$ cat config.mk
export PLATFORM = sky130hd
export DESIGN_NAME = mrp_core
export DESIGN_NICKNAME = d
export VERILOG_FILES = /design/src/hw/mrp_pkg.sv /design/src/hw/mrp_rst_if.sv /design/src/hw/mrp_core.sv /design/src/hw/mrp_pin_filter.sv
export VERILOG_INCLUDE_DIRS = /design/src /design/src/hw
export SDC_FILE = /design/constraint.sdc
export NUM_CORES = 1
export LEC_CHECK = 0
export BUFFER_PORTS_ARGS = -buffer_cell sky130_fd_sc_hd__buf_2
export CORE_MARGIN = 2
export CORE_UTILIZATION = 40
export CTS_CLUSTER_SIZE = 28
export DETAILED_ROUTE_END_ITERATION = 8
export GPL_TIMING_DRIVEN = 0
export SLEW_MARGIN = 0
export SYNTH_ARGS = -nofsm -noshare
export SYNTH_HDL_FRONTEND = slang
export SYNTH_SLANG_ARGS = --single-unit
$ cat constraint.sdc
create_clock -name mclk_i -period 3.9 [get_ports mclk_i]
set_input_delay 0.195 -clock mclk_i [delete_from_list [all_inputs] [get_ports mclk_i]]
set_output_delay 0.195 -clock mclk_i [all_outputs]
set_load 0.05 [all_outputs]
$ cat src/hw/mrp_defs.svh
`ifndef MRP_DEFS_SVH
`define MRP_DEFS_SVH

// ==========================================================
// clock and timing
`define MRP_CLK_HZ 25000000
`define MRP_LF_HZ 32768
`define MRP_FILT_MIN_US 1500
`define MRP_FILT_MAX_US 4000
// low-frequency ticks the reset pin must stay low: 1.5 ms rounded up,
// plus one because the first tick lands anywhere in its period
`define MRP_FILT_TICKS ((`MRP_FILT_MIN_US * `MRP_LF_HZ + 999999) / 1000000 + 1)
// divider from 25 MHz to the internal low-frequency tick
`define MRP_LF_DIV (`MRP_CLK_HZ / `MRP_LF_HZ)
// boot counter value that ends boot: 17 boot clock cycles before the programmed crystal setting is applied
`define MRP_BOOT_CYCLES 16

// ==========================================================
// register byte offsets
`define MRP_OFF_CTRL 12'h000
`define MRP_OFF_STATUS 12'h004
`define MRP_OFF_PULL 12'h008
`define MRP_OFF_XTAL 12'h00C
`define MRP_OFF_CAUSE 12'h010

// ==========================================================
// control fields
`define MRP_CTRL_SW_RST 0
`define MRP_CTRL_WDT_EN 1
`define MRP_CTRL_WDT_KICK 2
`define MRP_CTRL_EXT_SLEEP 3
`define MRP_CTRL_CLKPIN_LSB 4
`define MRP_CTRL_WDT_LSB 8
`define MRP_CTRL_RESET 32'h0000_0000
`define MRP_PULL_RESET 32'h0000_0000
`define MRP_XTAL_RESET 32'h0000_0000

// cause bits
`define MRP_CAUSE_PIN 0
`define MRP_CAUSE_POR 1
`define MRP_CAUSE_WDT 2
`define MRP_CAUSE_HOST 3

`endif

$ cat src/hw/mrp_pkg.sv
package mrp_pkg;
  typedef enum logic [1:0] {
    MRP_PULL_WEAK_DN = 2'b00,
    MRP_PULL_WEAK_UP = 2'b01,
    MRP_PULL_STRONG_DN = 2'b10,
    MRP_PULL_STRONG_UP = 2'b11
  } mrp_pull_t;

  typedef enum logic [1:0] {
    MRP_ST_OFF = 2'b00,
    MRP_ST_RESET = 2'b01,
    MRP_ST_BOOT = 2'b10,
    MRP_ST_RUN = 2'b11
  } mrp_state_t;
endpackage

$ cat src/hw/mrp_rst_if.sv
`timescale 1ns/1ps
// ==========================================================
// reset request from the pin filter to the sequencer
interface mrp_rst_if;
  logic lf_tick;
  logic pin_rst;
  modport filt (input lf_tick, output pin_rst);
  modport seq (output lf_tick, input pin_rst);
endinterface

$ cat src/hw/mrp_core.sv
// Decided for this implementation: the APB slave port and the placing of the registers.
`timescale 1ns/1ps
`include "mrp_defs.svh"
// Behaviour
// - reset pin low, filtered, reset 1.5-4.0 ms
// - pins hi-z weak pull-down during reset
// - host link reset only by pin, power-on
// - four reset sources: pin, power, watchdog, host
// - regulator enable high powers core, else off
// - enable low pulse forces full power-on reset
// - coexistence and function 0 survive core off
// - software picks pull mode per io line
// - boot clocks first, crystal setting applied later
// - core clocks from crystal PLL, not sleep
// - sleep clock internal RC or external pin
module mrp_core #(
  parameter int NPIO = 6, // programmable io lines
  parameter int LF_DIV = `MRP_LF_DIV, // cycles per low-frequency tick
  parameter int FILT_TICKS = `MRP_FILT_TICKS // ticks of low pin before reset
) (
  input wire logic mclk_i, // 25 MHz clock, PLL derived
  input wire logic reset_n_i, // async reset, active low
  input wire logic psel_i, // apb select
  input wire logic penable_i, // apb enable
  input wire logic pwrite_i, // apb write
  input wire logic [11:0] paddr_i, // apb byte address
  input wire logic [31:0] pwdata_i, // apb write data
  output logic [31:0] prdata_o, // apb read data
  output logic pready_o, // apb ready
  output logic pslverr_o, // apb error
  input wire logic ext_rst_n_i, // external reset pin, active low
  input wire logic regulator_enable_input_i, // core regulator enable
  input wire logic core_supply_input_i, // core supply present
  input wire logic host_rst_req_i, // reset command from the host bus
  input wire logic [NPIO-1:0] programmable_io_line_i, // io line levels
  output logic [2*NPIO-1:0] pio_pull_o, // per line pull mode
  output logic pio_hiz_o, // io lines held in high impedance
  output logic rst_pin_pullup_o, // weak pull-up on the reset pin
  output logic dbg_cs_pullup_o, // weak pull-up on debug chip select
  output logic core_rst_n_o, // core reset, active low
  output logic host_if_rst_n_o, // host link reset, active low
  output logic core_reg_en_o, // core regulators enabled
  output logic aon_en_o, // coexistence and function 0 enable
  output logic boot_clk_sel_o, // safe boot clock selected
  output logic [7:0] xtal_cfg_o, // applied crystal setting
  output logic sleep_ext_sel_o, // external sleep clock in use
  output logic sleep_tick_o // sleep timer tick pulse
);
  // ==========================================================
  // pin synchronisers: three flops, change when two and three agree
  logic [2:0] rst_sync_reg;
  logic [2:0] en_sync_reg;
  logic [2:0] sup_sync_reg;
  logic [2:0] [NPIO-1:0] io_sync_reg;
  logic rst_low_reg;
  logic en_reg;
  logic sup_reg;
  logic [NPIO-1:0] io_reg;
  always_ff @(posedge mclk_i or negedge reset_n_i) begin
    if (!reset_n_i) begin
      rst_sync_reg <= 3'h7;
      en_sync_reg <= 3'h0;
      sup_sync_reg <= 3'h0;
      io_sync_reg <= '0;
    end else begin
      rst_sync_reg <= {rst_sync_reg[1:0], ext_rst_n_i};
      en_sync_reg <= {en_sync_reg[1:0], regulator_enable_input_i};
      sup_sync_reg <= {sup_sync_reg[1:0], core_supply_input_i};
      io_sync_reg <= {io_sync_reg[1:0], programmable_io_line_i};
    end
  end
  always_ff @(posedge mclk_i or negedge reset_n_i) begin
    if (!reset_n_i) begin
      rst_low_reg <= 1'b0;
      en_reg <= 1'b0;
      sup_reg <= 1'b0;
      io_reg <= '0;
    end else begin
      if (rst_sync_reg[1] == rst_sync_reg[2]) rst_low_reg <= !rst_sync_reg[2];
      if (en_sync_reg[1] == en_sync_reg[2]) en_reg <= en_sync_reg[2];
      if (sup_sync_reg[1] == sup_sync_reg[2]) sup_reg <= sup_sync_reg[2];
      for (int i = 0; i < NPIO; i++) begin
        if (io_sync_reg[1][i] == io_sync_reg[2][i]) io_reg[i] <= io_sync_reg[2][i];
      end
    end
  end

  // ==========================================================
  // low-frequency oscillator tick from the system clock
  logic [15:0] lf_cnt_reg;
  logic lf_tick_w;
  assign lf_tick_w = (lf_cnt_reg == 16'(LF_DIV - 1));
  always_ff @(posedge mclk_i or negedge reset_n_i) begin
    if (!reset_n_i) begin
      lf_cnt_reg <= 16'h0000;
    end else begin
      lf_cnt_reg <= lf_tick_w ? 16'h0000 : lf_cnt_reg + 16'h0001;
    end
  end

  mrp_rst_if rif ();
  assign rif.lf_tick = lf_tick_w;

  mrp_pin_filter #(
    .TICKS(FILT_TICKS)
  ) u_filt (
    .mclk_i(mclk_i),
    .reset_n_i(reset_n_i),
    .pin_low_i(rst_low_reg),
    .rif(rif)
  );

  // ==========================================================
  // registers
  logic [31:0] ctrl_reg;
  logic [31:0] pull_reg;
  logic [7:0] xtal_prog_reg;
  logic [3:0] cause_reg;
  logic [15:0] wdt_reg;
  logic wr_w;
  logic rd_hit_w;
  logic wr_ctrl_w;
  logic wr_cause_w;
  logic sw_rst_w;
  logic wdt_rst_w;
  logic por_w;
  logic warm_rst_w;
  assign wr_w = psel_i && penable_i && pwrite_i;
  assign wr_ctrl_w = wr_w && (paddr_i == `MRP_OFF_CTRL);
  assign wr_cause_w = wr_w && (paddr_i == `MRP_OFF_CAUSE);
  assign rd_hit_w = (paddr_i == `MRP_OFF_CTRL) || (paddr_i == `MRP_OFF_STATUS) ||
                    (paddr_i == `MRP_OFF_PULL) || (paddr_i == `MRP_OFF_XTAL) ||
                    (paddr_i == `MRP_OFF_CAUSE);
  assign sw_rst_w = host_rst_req_i || (wr_ctrl_w && pwdata_i[`MRP_CTRL_SW_RST]);
  assign wdt_rst_w = ctrl_reg[`MRP_CTRL_WDT_EN] && (wdt_reg == 16'h0000);
  assign por_w = !en_reg || !sup_reg;
  assign warm_rst_w = sw_rst_w || wdt_rst_w;

  // ==========================================================
  // power and reset sequencer
  mrp_pkg::mrp_state_t st_reg;
  mrp_pkg::mrp_state_t st_next;
  logic [7:0] boot_cnt_reg;
  logic host_rst_reg;
  always_comb begin
    st_next = st_reg;
    unique case (st_reg)
      mrp_pkg::MRP_ST_OFF: if (!por_w) st_next = mrp_pkg::MRP_ST_RESET;
      mrp_pkg::MRP_ST_RESET: if (!rif.pin_rst) st_next = mrp_pkg::MRP_ST_BOOT;
      mrp_pkg::MRP_ST_BOOT: if (boot_cnt_reg == 8'(`MRP_BOOT_CYCLES)) begin
        st_next = mrp_pkg::MRP_ST_RUN;
      end
      mrp_pkg::MRP_ST_RUN: if (rif.pin_rst || warm_rst_w) st_next = mrp_pkg::MRP_ST_RESET;
    endcase
    if (por_w) st_next = mrp_pkg::MRP_ST_OFF;
  end
  always_ff @(posedge mclk_i or negedge reset_n_i) begin
    if (!reset_n_i) begin
      st_reg <= mrp_pkg::MRP_ST_OFF;
      boot_cnt_reg <= 8'h00;
      host_rst_reg <= 1'b1;
    end else begin
      st_reg <= st_next;
      boot_cnt_reg <= (st_reg == mrp_pkg::MRP_ST_BOOT) ? boot_cnt_reg + 8'h01 : 8'h00;
      if (por_w || rif.pin_rst) host_rst_reg <= 1'b1;
      else if (st_reg != mrp_pkg::MRP_ST_OFF) host_rst_reg <= 1'b0;
    end
  end

  // ==========================================================
  // register writes; every core reset clears all registers but cause and reloads the watchdog count with FFFF
  logic in_rst_w;
  assign in_rst_w = (st_reg == mrp_pkg::MRP_ST_OFF) || (st_reg == mrp_pkg::MRP_ST_RESET);
  always_ff @(posedge mclk_i or negedge reset_n_i) begin
    if (!reset_n_i) begin
      ctrl_reg <= `MRP_CTRL_RESET;
      pull_reg <= `MRP_PULL_RESET;
      xtal_prog_reg <= 8'h00;
      wdt_reg <= 16'hFFFF;
    end else if (in_rst_w) begin
      ctrl_reg <= `MRP_CTRL_RESET;
      pull_reg <= `MRP_PULL_RESET;
      xtal_prog_reg <= 8'h00;
      wdt_reg <= 16'hFFFF;
    end else begin
      if (wr_ctrl_w) ctrl_reg <= pwdata_i & 32'hFFFF_FFFE;
      if (wr_w && paddr_i == `MRP_OFF_PULL) pull_reg <= pwdata_i;
      if (wr_w && paddr_i == `MRP_OFF_XTAL) xtal_prog_reg <= pwdata_i[7:0];
      if (wr_ctrl_w && pwdata_i[`MRP_CTRL_WDT_KICK]) begin
        wdt_reg <= pwdata_i[`MRP_CTRL_WDT_LSB +: 16];
      end else if (ctrl_reg[`MRP_CTRL_WDT_EN] && wdt_reg != 16'h0000 && lf_tick_w) begin
        wdt_reg <= wdt_reg - 16'h0001;
      end
    end
  end

  // cause bits: hardware set wins over software clear
  logic [3:0] cause_set_w;
  assign cause_set_w = {sw_rst_w && st_reg == mrp_pkg::MRP_ST_RUN,
                        wdt_rst_w && st_reg == mrp_pkg::MRP_ST_RUN, por_w, rif.pin_rst};
  always_ff @(posedge mclk_i or negedge reset_n_i) begin
    if (!reset_n_i) begin
      cause_reg <= 4'h2;
    end else begin
      cause_reg <= (cause_reg & ~(wr_cause_w ? pwdata_i[3:0] : 4'h0)) | cause_set_w;
    end
  end

  // ==========================================================
  // outputs
  logic [31:0] status_w;
  assign status_w = {20'h00000, 6'(io_reg), 2'(st_reg),
                     rst_low_reg, en_reg, sup_reg, sleep_ext_sel_o};
  assign prdata_o = !rd_hit_w ? 32'h0000_0000 :
                    (paddr_i == `MRP_OFF_CTRL) ? ctrl_reg :
                    (paddr_i == `MRP_OFF_STATUS) ? status_w :
                    (paddr_i == `MRP_OFF_PULL) ? pull_reg :
                    (paddr_i == `MRP_OFF_XTAL) ? {24'h000000, xtal_prog_reg} :
                    {28'h0000000, cause_reg};
  assign pready_o = 1'b1;
  assign pslverr_o = psel_i && penable_i && !rd_hit_w;

  assign pio_pull_o = in_rst_w ? '0 : pull_reg[2*NPIO-1:0];
  assign pio_hiz_o = in_rst_w;
  assign rst_pin_pullup_o = 1'b1;
  assign dbg_cs_pullup_o = 1'b1;
  assign core_rst_n_o = !in_rst_w;
  assign host_if_rst_n_o = !host_rst_reg;
  assign core_reg_en_o = en_reg;
  assign aon_en_o = 1'b1;
  assign boot_clk_sel_o = (st_reg != mrp_pkg::MRP_ST_RUN);
  assign xtal_cfg_o = boot_clk_sel_o ? 8'h00 : xtal_prog_reg;

  // ==========================================================
  // sleep clock: internal tick or external square wave on a chosen line
  logic [2:0] clkpin_w;
  logic ext_lvl_reg;
  logic [7:0] io_pad_w;
  // line codes without a line read low, so no out-of-range select
  assign io_pad_w = 8'(io_reg);
  assign clkpin_w = ctrl_reg[`MRP_CTRL_CLKPIN_LSB +: 3];
  assign sleep_ext_sel_o = ctrl_reg[`MRP_CTRL_EXT_SLEEP];
  always_ff @(posedge mclk_i or negedge reset_n_i) begin
    if (!reset_n_i) begin
      ext_lvl_reg <= 1'b0;
      sleep_tick_o <= 1'b0;
    end else begin
      ext_lvl_reg <= io_pad_w[clkpin_w];
      sleep_tick_o <= sleep_ext_sel_o ? (io_pad_w[clkpin_w] && !ext_lvl_reg) : lf_tick_w;
    end
  end
endmodule // mrp_core

$ cat src/hw/mrp_pin_filter.sv
`timescale 1ns/1ps
`include "mrp_defs.svh"
// ==========================================================
// counts low-frequency ticks while the synchronised pin stays low
module mrp_pin_filter #(
  parameter int TICKS = `MRP_FILT_TICKS
) (
  input wire logic mclk_i, // system clock
  input wire logic reset_n_i, // async reset
  input wire logic pin_low_i, // synchronised pin level is low
  mrp_rst_if.filt rif // tick in, reset request out
);
  logic [15:0] cnt_reg;
  logic done_w;
  assign done_w = (cnt_reg == 16'(TICKS));
  always_ff @(posedge mclk_i or negedge reset_n_i) begin
    if (!reset_n_i) begin
      cnt_reg <= 16'h0000;
    end else if (!pin_low_i) begin
      cnt_reg <= 16'h0000;
    end else if (rif.lf_tick && !done_w) begin
      cnt_reg <= cnt_reg + 16'h0001;
    end
  end
  assign rif.pin_rst = done_w && pin_low_i;
endmodule // mrp_pin_filter

### Word-level counts from Yosys, hierarchy flattened

Cells that the tools add are included.

* div/mod/pow operators: 0
* add/subtract/negate cells: 4
* order comparisons: 1
* shifts and indexed selects: 0
* reductions and logical operators: 46
* eq/ne operators: 24
* multipliers: 0
* bitwise gates (word level): 3
* multiplexer cells: 31

Operators by type and width (count)
* $mux 32: 8
* $mux 16: 6
* $mux 8: 5
* $add 16x1->16 const B: 2
* $eq 12x4->1 const B: 2
* $logic_and 1x1->1: 17
* $eq 16x10->1 const B: 1
* $eq 16x6->1 const B: 1
* $logic_not 16->1: 1
* $reduce_bool 16->1: 1
* $sub 16x1->16 const B: 1
* $eq 12x3->1 const B: 1
* $eq 12x5->1 const B: 1
* $logic_not 12->1: 1
* $mux 12: 1
* $logic_or 1x1->1: 10
* $reduce_bool 2->1: 5
* $eq 1x1->1: 9
* $ne 3x3->1 const B: 3
* $add 8x1->8 const B: 1
* $eq 8x5->1 const B: 1
* $logic_not 1->1: 8
* $mux 2: 4
* $pmux 2 s4: 1
* other kinds (14): 18

* bits in latches: 0
* RAM bits: 0
* flip-flop bits (word level): 173
* input port bits: 59
* memory bits (read-only): 0
* memories: 0
* output and inout bits: 64

### Logic depth before layout (Yosys ltp)

* depth after elaboration: 10
* depth in mapped cells: 9
* gate-level depth less buffers: 7

### Hierarchy

From an unflattened synthesis, not the netlist that was laid out.

* cell total of the unflattened synthesis: 867
* area total of the unflattened synthesis: 8401.8 um^2

Modules (own cells, without submodules)
* mrp_core: cells each 778, area an instance 7551.0 um^2, instances 1, sequential area each 3930.0 um^2
* mrp_pin_filter: cells each 89, area an instance 850.8 um^2, instances 1, sequential area each 400.4 um^2

### Worst setup path before layout

No wires, ideal clock.

* path kind: input -> output
* start point: in paddr_i[8]
* end point: out prdata_o[2]
* stages on the path: 7
* arrival time: 2.894 ns
* buffers on the path: 2
* data required time: 3.705 ns
* path slack: 0.811 ns
* path through: or4_4 -> or4_1 -> buf_2 -> clkbuf_1 -> a211oi_1 -> a221oi_1 -> nor3_1

* longest elaborated chain between the ends: 6

RTL lines
* from (decl): RTL line mrp_core.sv:26 `input wire logic [11:0] paddr_i,`
* $eq 12x4->1 (no source line), or another cell as far along
* $mux 8 or $logic_or 1x1->1 (tied branches): RTL line mrp_core.sv:218, mrp_core.sv:131
* $mux 32 or $logic_or 1x1->1 (tied branches): RTL line mrp_core.sv:217, mrp_core.sv:131
* $mux 32 or $logic_or 1x1->1 (tied branches): RTL line mrp_core.sv:216, mrp_core.sv:131
* $mux 32 or $logic_or 1x1->1 (tied branches): RTL line mrp_core.sv:215, mrp_core.sv:131
* $mux 32 (*): RTL line mrp_core.sv:214 `assign prdata_o = !rd_hit_w ? 32'h0000_0000 :`
* to (decl): RTL line mrp_core.sv:28 `output logic [31:0] prdata_o,`

Mark *: on every way between the ends. The rest lies on a longest branch, timed or not.

### Worst setup path after layout

* start point: reg st_reg[0]
* end point: out pio_pull_o[8]

* longest elaborated chain between the ends: 3

RTL lines
* from (decl): RTL line mrp_core.sv:141 `mrp_pkg::mrp_state_t st_reg;`
* from (signal assigned): RTL line mrp_core.sv:159 `st_reg <= mrp_pkg::MRP_ST_OFF;`
* from (signal assigned): RTL line mrp_core.sv:163 `st_reg <= st_next;`
* $eq 2x1->1 or $logic_not 2->1 (tied branches): RTL line mrp_core.sv:173 `assign in_rst_w = (st_reg == mrp_pkg::MRP_ST_OFF) || (st_reg == mrp_pkg::MRP_ST_RESET);`
* $logic_or 1x1->1 (*): RTL line mrp_core.sv:173
* $mux 12 (*): RTL line mrp_core.sv:223 `assign pio_pull_o = in_rst_w ? '0 : pull_reg[2*NPIO-1:0];`
* to (decl): RTL line mrp_core.sv:36 `output logic [2*NPIO-1:0] pio_pull_o,`

Marks and branches as above.

==> metrics <==
outcome finished clean; top post-synthesis cells by area dfrtp_1 (45%), nand2_1 (7.2%), dfstp_2 (6.6%); Synth top area share 45.40%; PortBufs 118; Clock Pin Slew Worst Setup and Hold Paths 0.07 ns; CP endpoint kind output pin; 1st-iter DRT viols 518; Row Count 52; final WL 22660 µm; total CTS buffers 17; r2r startpoint wdt_reg[1]; Die X 148.2 µm; post-CTS setup buffer count 0; Least-Margin Pin Slew 0.9217 ns; number of clock sinks 172; crit-path most repeated cell clkbuf_1; layout cell share with drive strength beyond 1 20.27%; grt ovf 0; final net count 1078; final setup TNS 0 ns; Final min period 3.493 ns; synth warn 0; max cap viols 0; initial antenna violation count 1; clk root buf clkbuf_16; leading area contributor after synthesis dfrtp_1; CTS H-tree depth 4; vias per cell 5.390; critical path startpoint category flip-flop; RSZ-0062 raised after global routing false; Hold/Removal Path Class input port to flip-flop; Syn Std Cell Area 0.008323 mm²; post-detailed-route wirelength per cell 17.55 µm; max reg flops 32; CP Capture Point pio_pull_o[8]; Arrival @ worst endpoint 3.30 ns; worst reg2reg setup slack 0.99 ns; IO Pins 123; Hold Crit Depth 3; Fill cells 1964; CTS resizes 0; TritonCTS clock tree built; #FFs+latches synth 172; DR DRC count 0; Crit. Startpoint st_reg[0]; Cells after Synth 854; CP max-delay cell clkbuf_1; routability cong. 0.8597; critical path class flip-flop to output pin; Worst EP required 3.70 ns; Max Slew Vio Count 0; Vias 6958; FFs w/ async S/R, synth 100.0%; First-pass DRT Iterations 5; first-pass GRT wire length 36370 µm; number of synthesized flops with an enable pin 0; die area 0.02198 mm²; Cell Chain, Critical Path inv_1 > ha_1 > or2_2 > clkbuf_1 > inv_1 > clkbuf_1 > clkbuf_1 > and2_1 > buf_2; Power Dens Cells 383.8 mW/mm²; FMAX 0.2863 GHz; core area 0.02030 mm²; HPWL Detailed 15860 µm; Setup-failing EPs final 0; worst skew pair latency 0.43 ns; Global Route Usage Sum 21.17%; Area Growth Syn to Fin 20.26%; Initial Utilization 41.00%; most common flop cell mapped by yosys dfrtp_1; Max clock buf depth 2; # diodes 0; CTS Hold Buffers Added 13; max incr delay on CP 0.48 ns; ANT nets after route 0; die height 148.2 µm; vias in the first global route 6555; sequential-to-total area share from yosys stat 52.03%; RR Endpoint wdt_reg[11]; period utilisation layout 89.56%; Avg Synthesized Cell Area 9.746 µm²; reg2reg path depth 8; Max rail drop VDD 0.2889 mV; Pleak 4.435 nW; Unique masters post-synth 62; post-layout power 0.003841 W; final hold vios 0; largest net degree at the start of global routing 89; Clock Skews 0.01000 ns; Slew headroom 37.99%; CP max FO 10
## cell usage after synthesis, drive strengths merged (3+ instances only)
cell    number
o22ai        3
ha          11
nand3       35
a22o        21
nor4        16
a31oi        4
nand4       14
nand2b       3
xnor2       16
o211ai       8
maj3         8
a221oi       4
and2        46
nand3b       3
mux4         5
nor2        56
or3          3
and3         9
a211oi       3
buf         15
nor3        19
inv         16
dfstp       21
a21oi       78
mux2i       16
xor2        19
mux2         3
or4         11
o21ai       12
dfrtp      151
clkbuf      32
nand2      160
## metrics by stage
step	util (%)	hold WS (ns)	setup slack, ns	instances	area [µm²]
2_1_floorplan	-	-0.1006	0.8110	857	8334
3_3_place_gp	45.63	0.3010	-0.1816	1245	9263
3_5_place_dp	45.81	0.2469	0.6710	1246	9300
4_1_cts	49.31	0.001263	0.4054	1291	10010
5_1_grt	49.31	0.004564	0.1558	1291	10010
6_report	49.31	0.01041	0.4072	1291	10010
## power breakdown
group	switching, W	internal (W)	leakage [nW]
sequential	0.0000269	0.00182	2.23
combinational	0.000223	0.0000926	1.93
clock	0.000772	0.000907	0.276
total	0.00102	0.00282	4.44
## cell type report
class / count / area (µm²) / share of cell area [%]
inverters: 16 / 60.06 / 0.6000
well taps: 270 / 337.8 / 3.375
plain buffers: 47 / 226.5 / 2.262
repair buffers: 132 / 758.2 / 7.575
clock buffers: 18 / 429.2 / 4.288
clock inverters: 14 / 150.1 / 1.500
flip-flops and latches: 172 / 4330 / 43.26
multi-input cells: 622 / 3717 / 37.14
## placed cells by master (no fill, tap or decap), types with 5 or more instances in the layout
cell           netlist  layout
dfrtp_1            151     151
nand3_1             35      35
o211ai_1             8       8
ha_1                11      11
dfstp_2             21      21
dlygate4sd3_1        0      13
mux4_2               5       5
xnor2_1             16      16
or4_1                9       9
o21ai_0             11      11
buf_4                5       5
clkbuf_1            32      33
clkbuf_16            0      17
nor4_1              13      13
a22o_1              21      21
nor3_1              17      17
and3_1               9       9
mux2i_1             16      16
and2_1              46      46
nand2_1            160     160
a21oi_1             78      78
nor2_1              56      56
maj3_1               8       8
nand4_1             14      14
buf_2                7     124
inv_1               16      16
xor2_1              19      19
## critical path, delay by kind of cell (launching register included)
family / cells / cell delay, ns
buf+inv: 6 / 1.65
simple gates: 2 / 0.52
flops: 1 / 0.47
fa+ha+maj: 1 / 0.22
## worst min path at each step
stage / start / to
after CTS: pwdata_i[24] / pull_reg[24]
after detailed placement: reset_n_i / pull_reg[30]
after floorplan: reset_n_i / boot_cnt_reg[0]
final: pwdata_i[24] / ctrl_reg[24]
after global routing: pwdata_i[30] / ctrl_reg[30]
after global placement: ext_rst_n_i / rst_sync_reg[0]
## kinds of logic after synthesis
logic type | share of synthesized area [%]
AO/OA/AOI/OAI | 11.77
XOR/XNOR | 3.683
adder cells (fa/ha/maj) | 2.616
buffers and inverters | 3.443
flip-flops | 52.03
multiplexers | 3.683
other | 0.04506
AND/OR/NAND/NOR | 22.73
## metal layers
metal	GRT usage, %	vias to the layer above	share of wire [%]
li1	-	3287	-
met1	30.62	3406	46
met2	31.97	232	45
met3	4.540	31	7.1
met4	6.619	2	1.8
met5	0	-	0.049
Power figures use the tool's default switching activity.
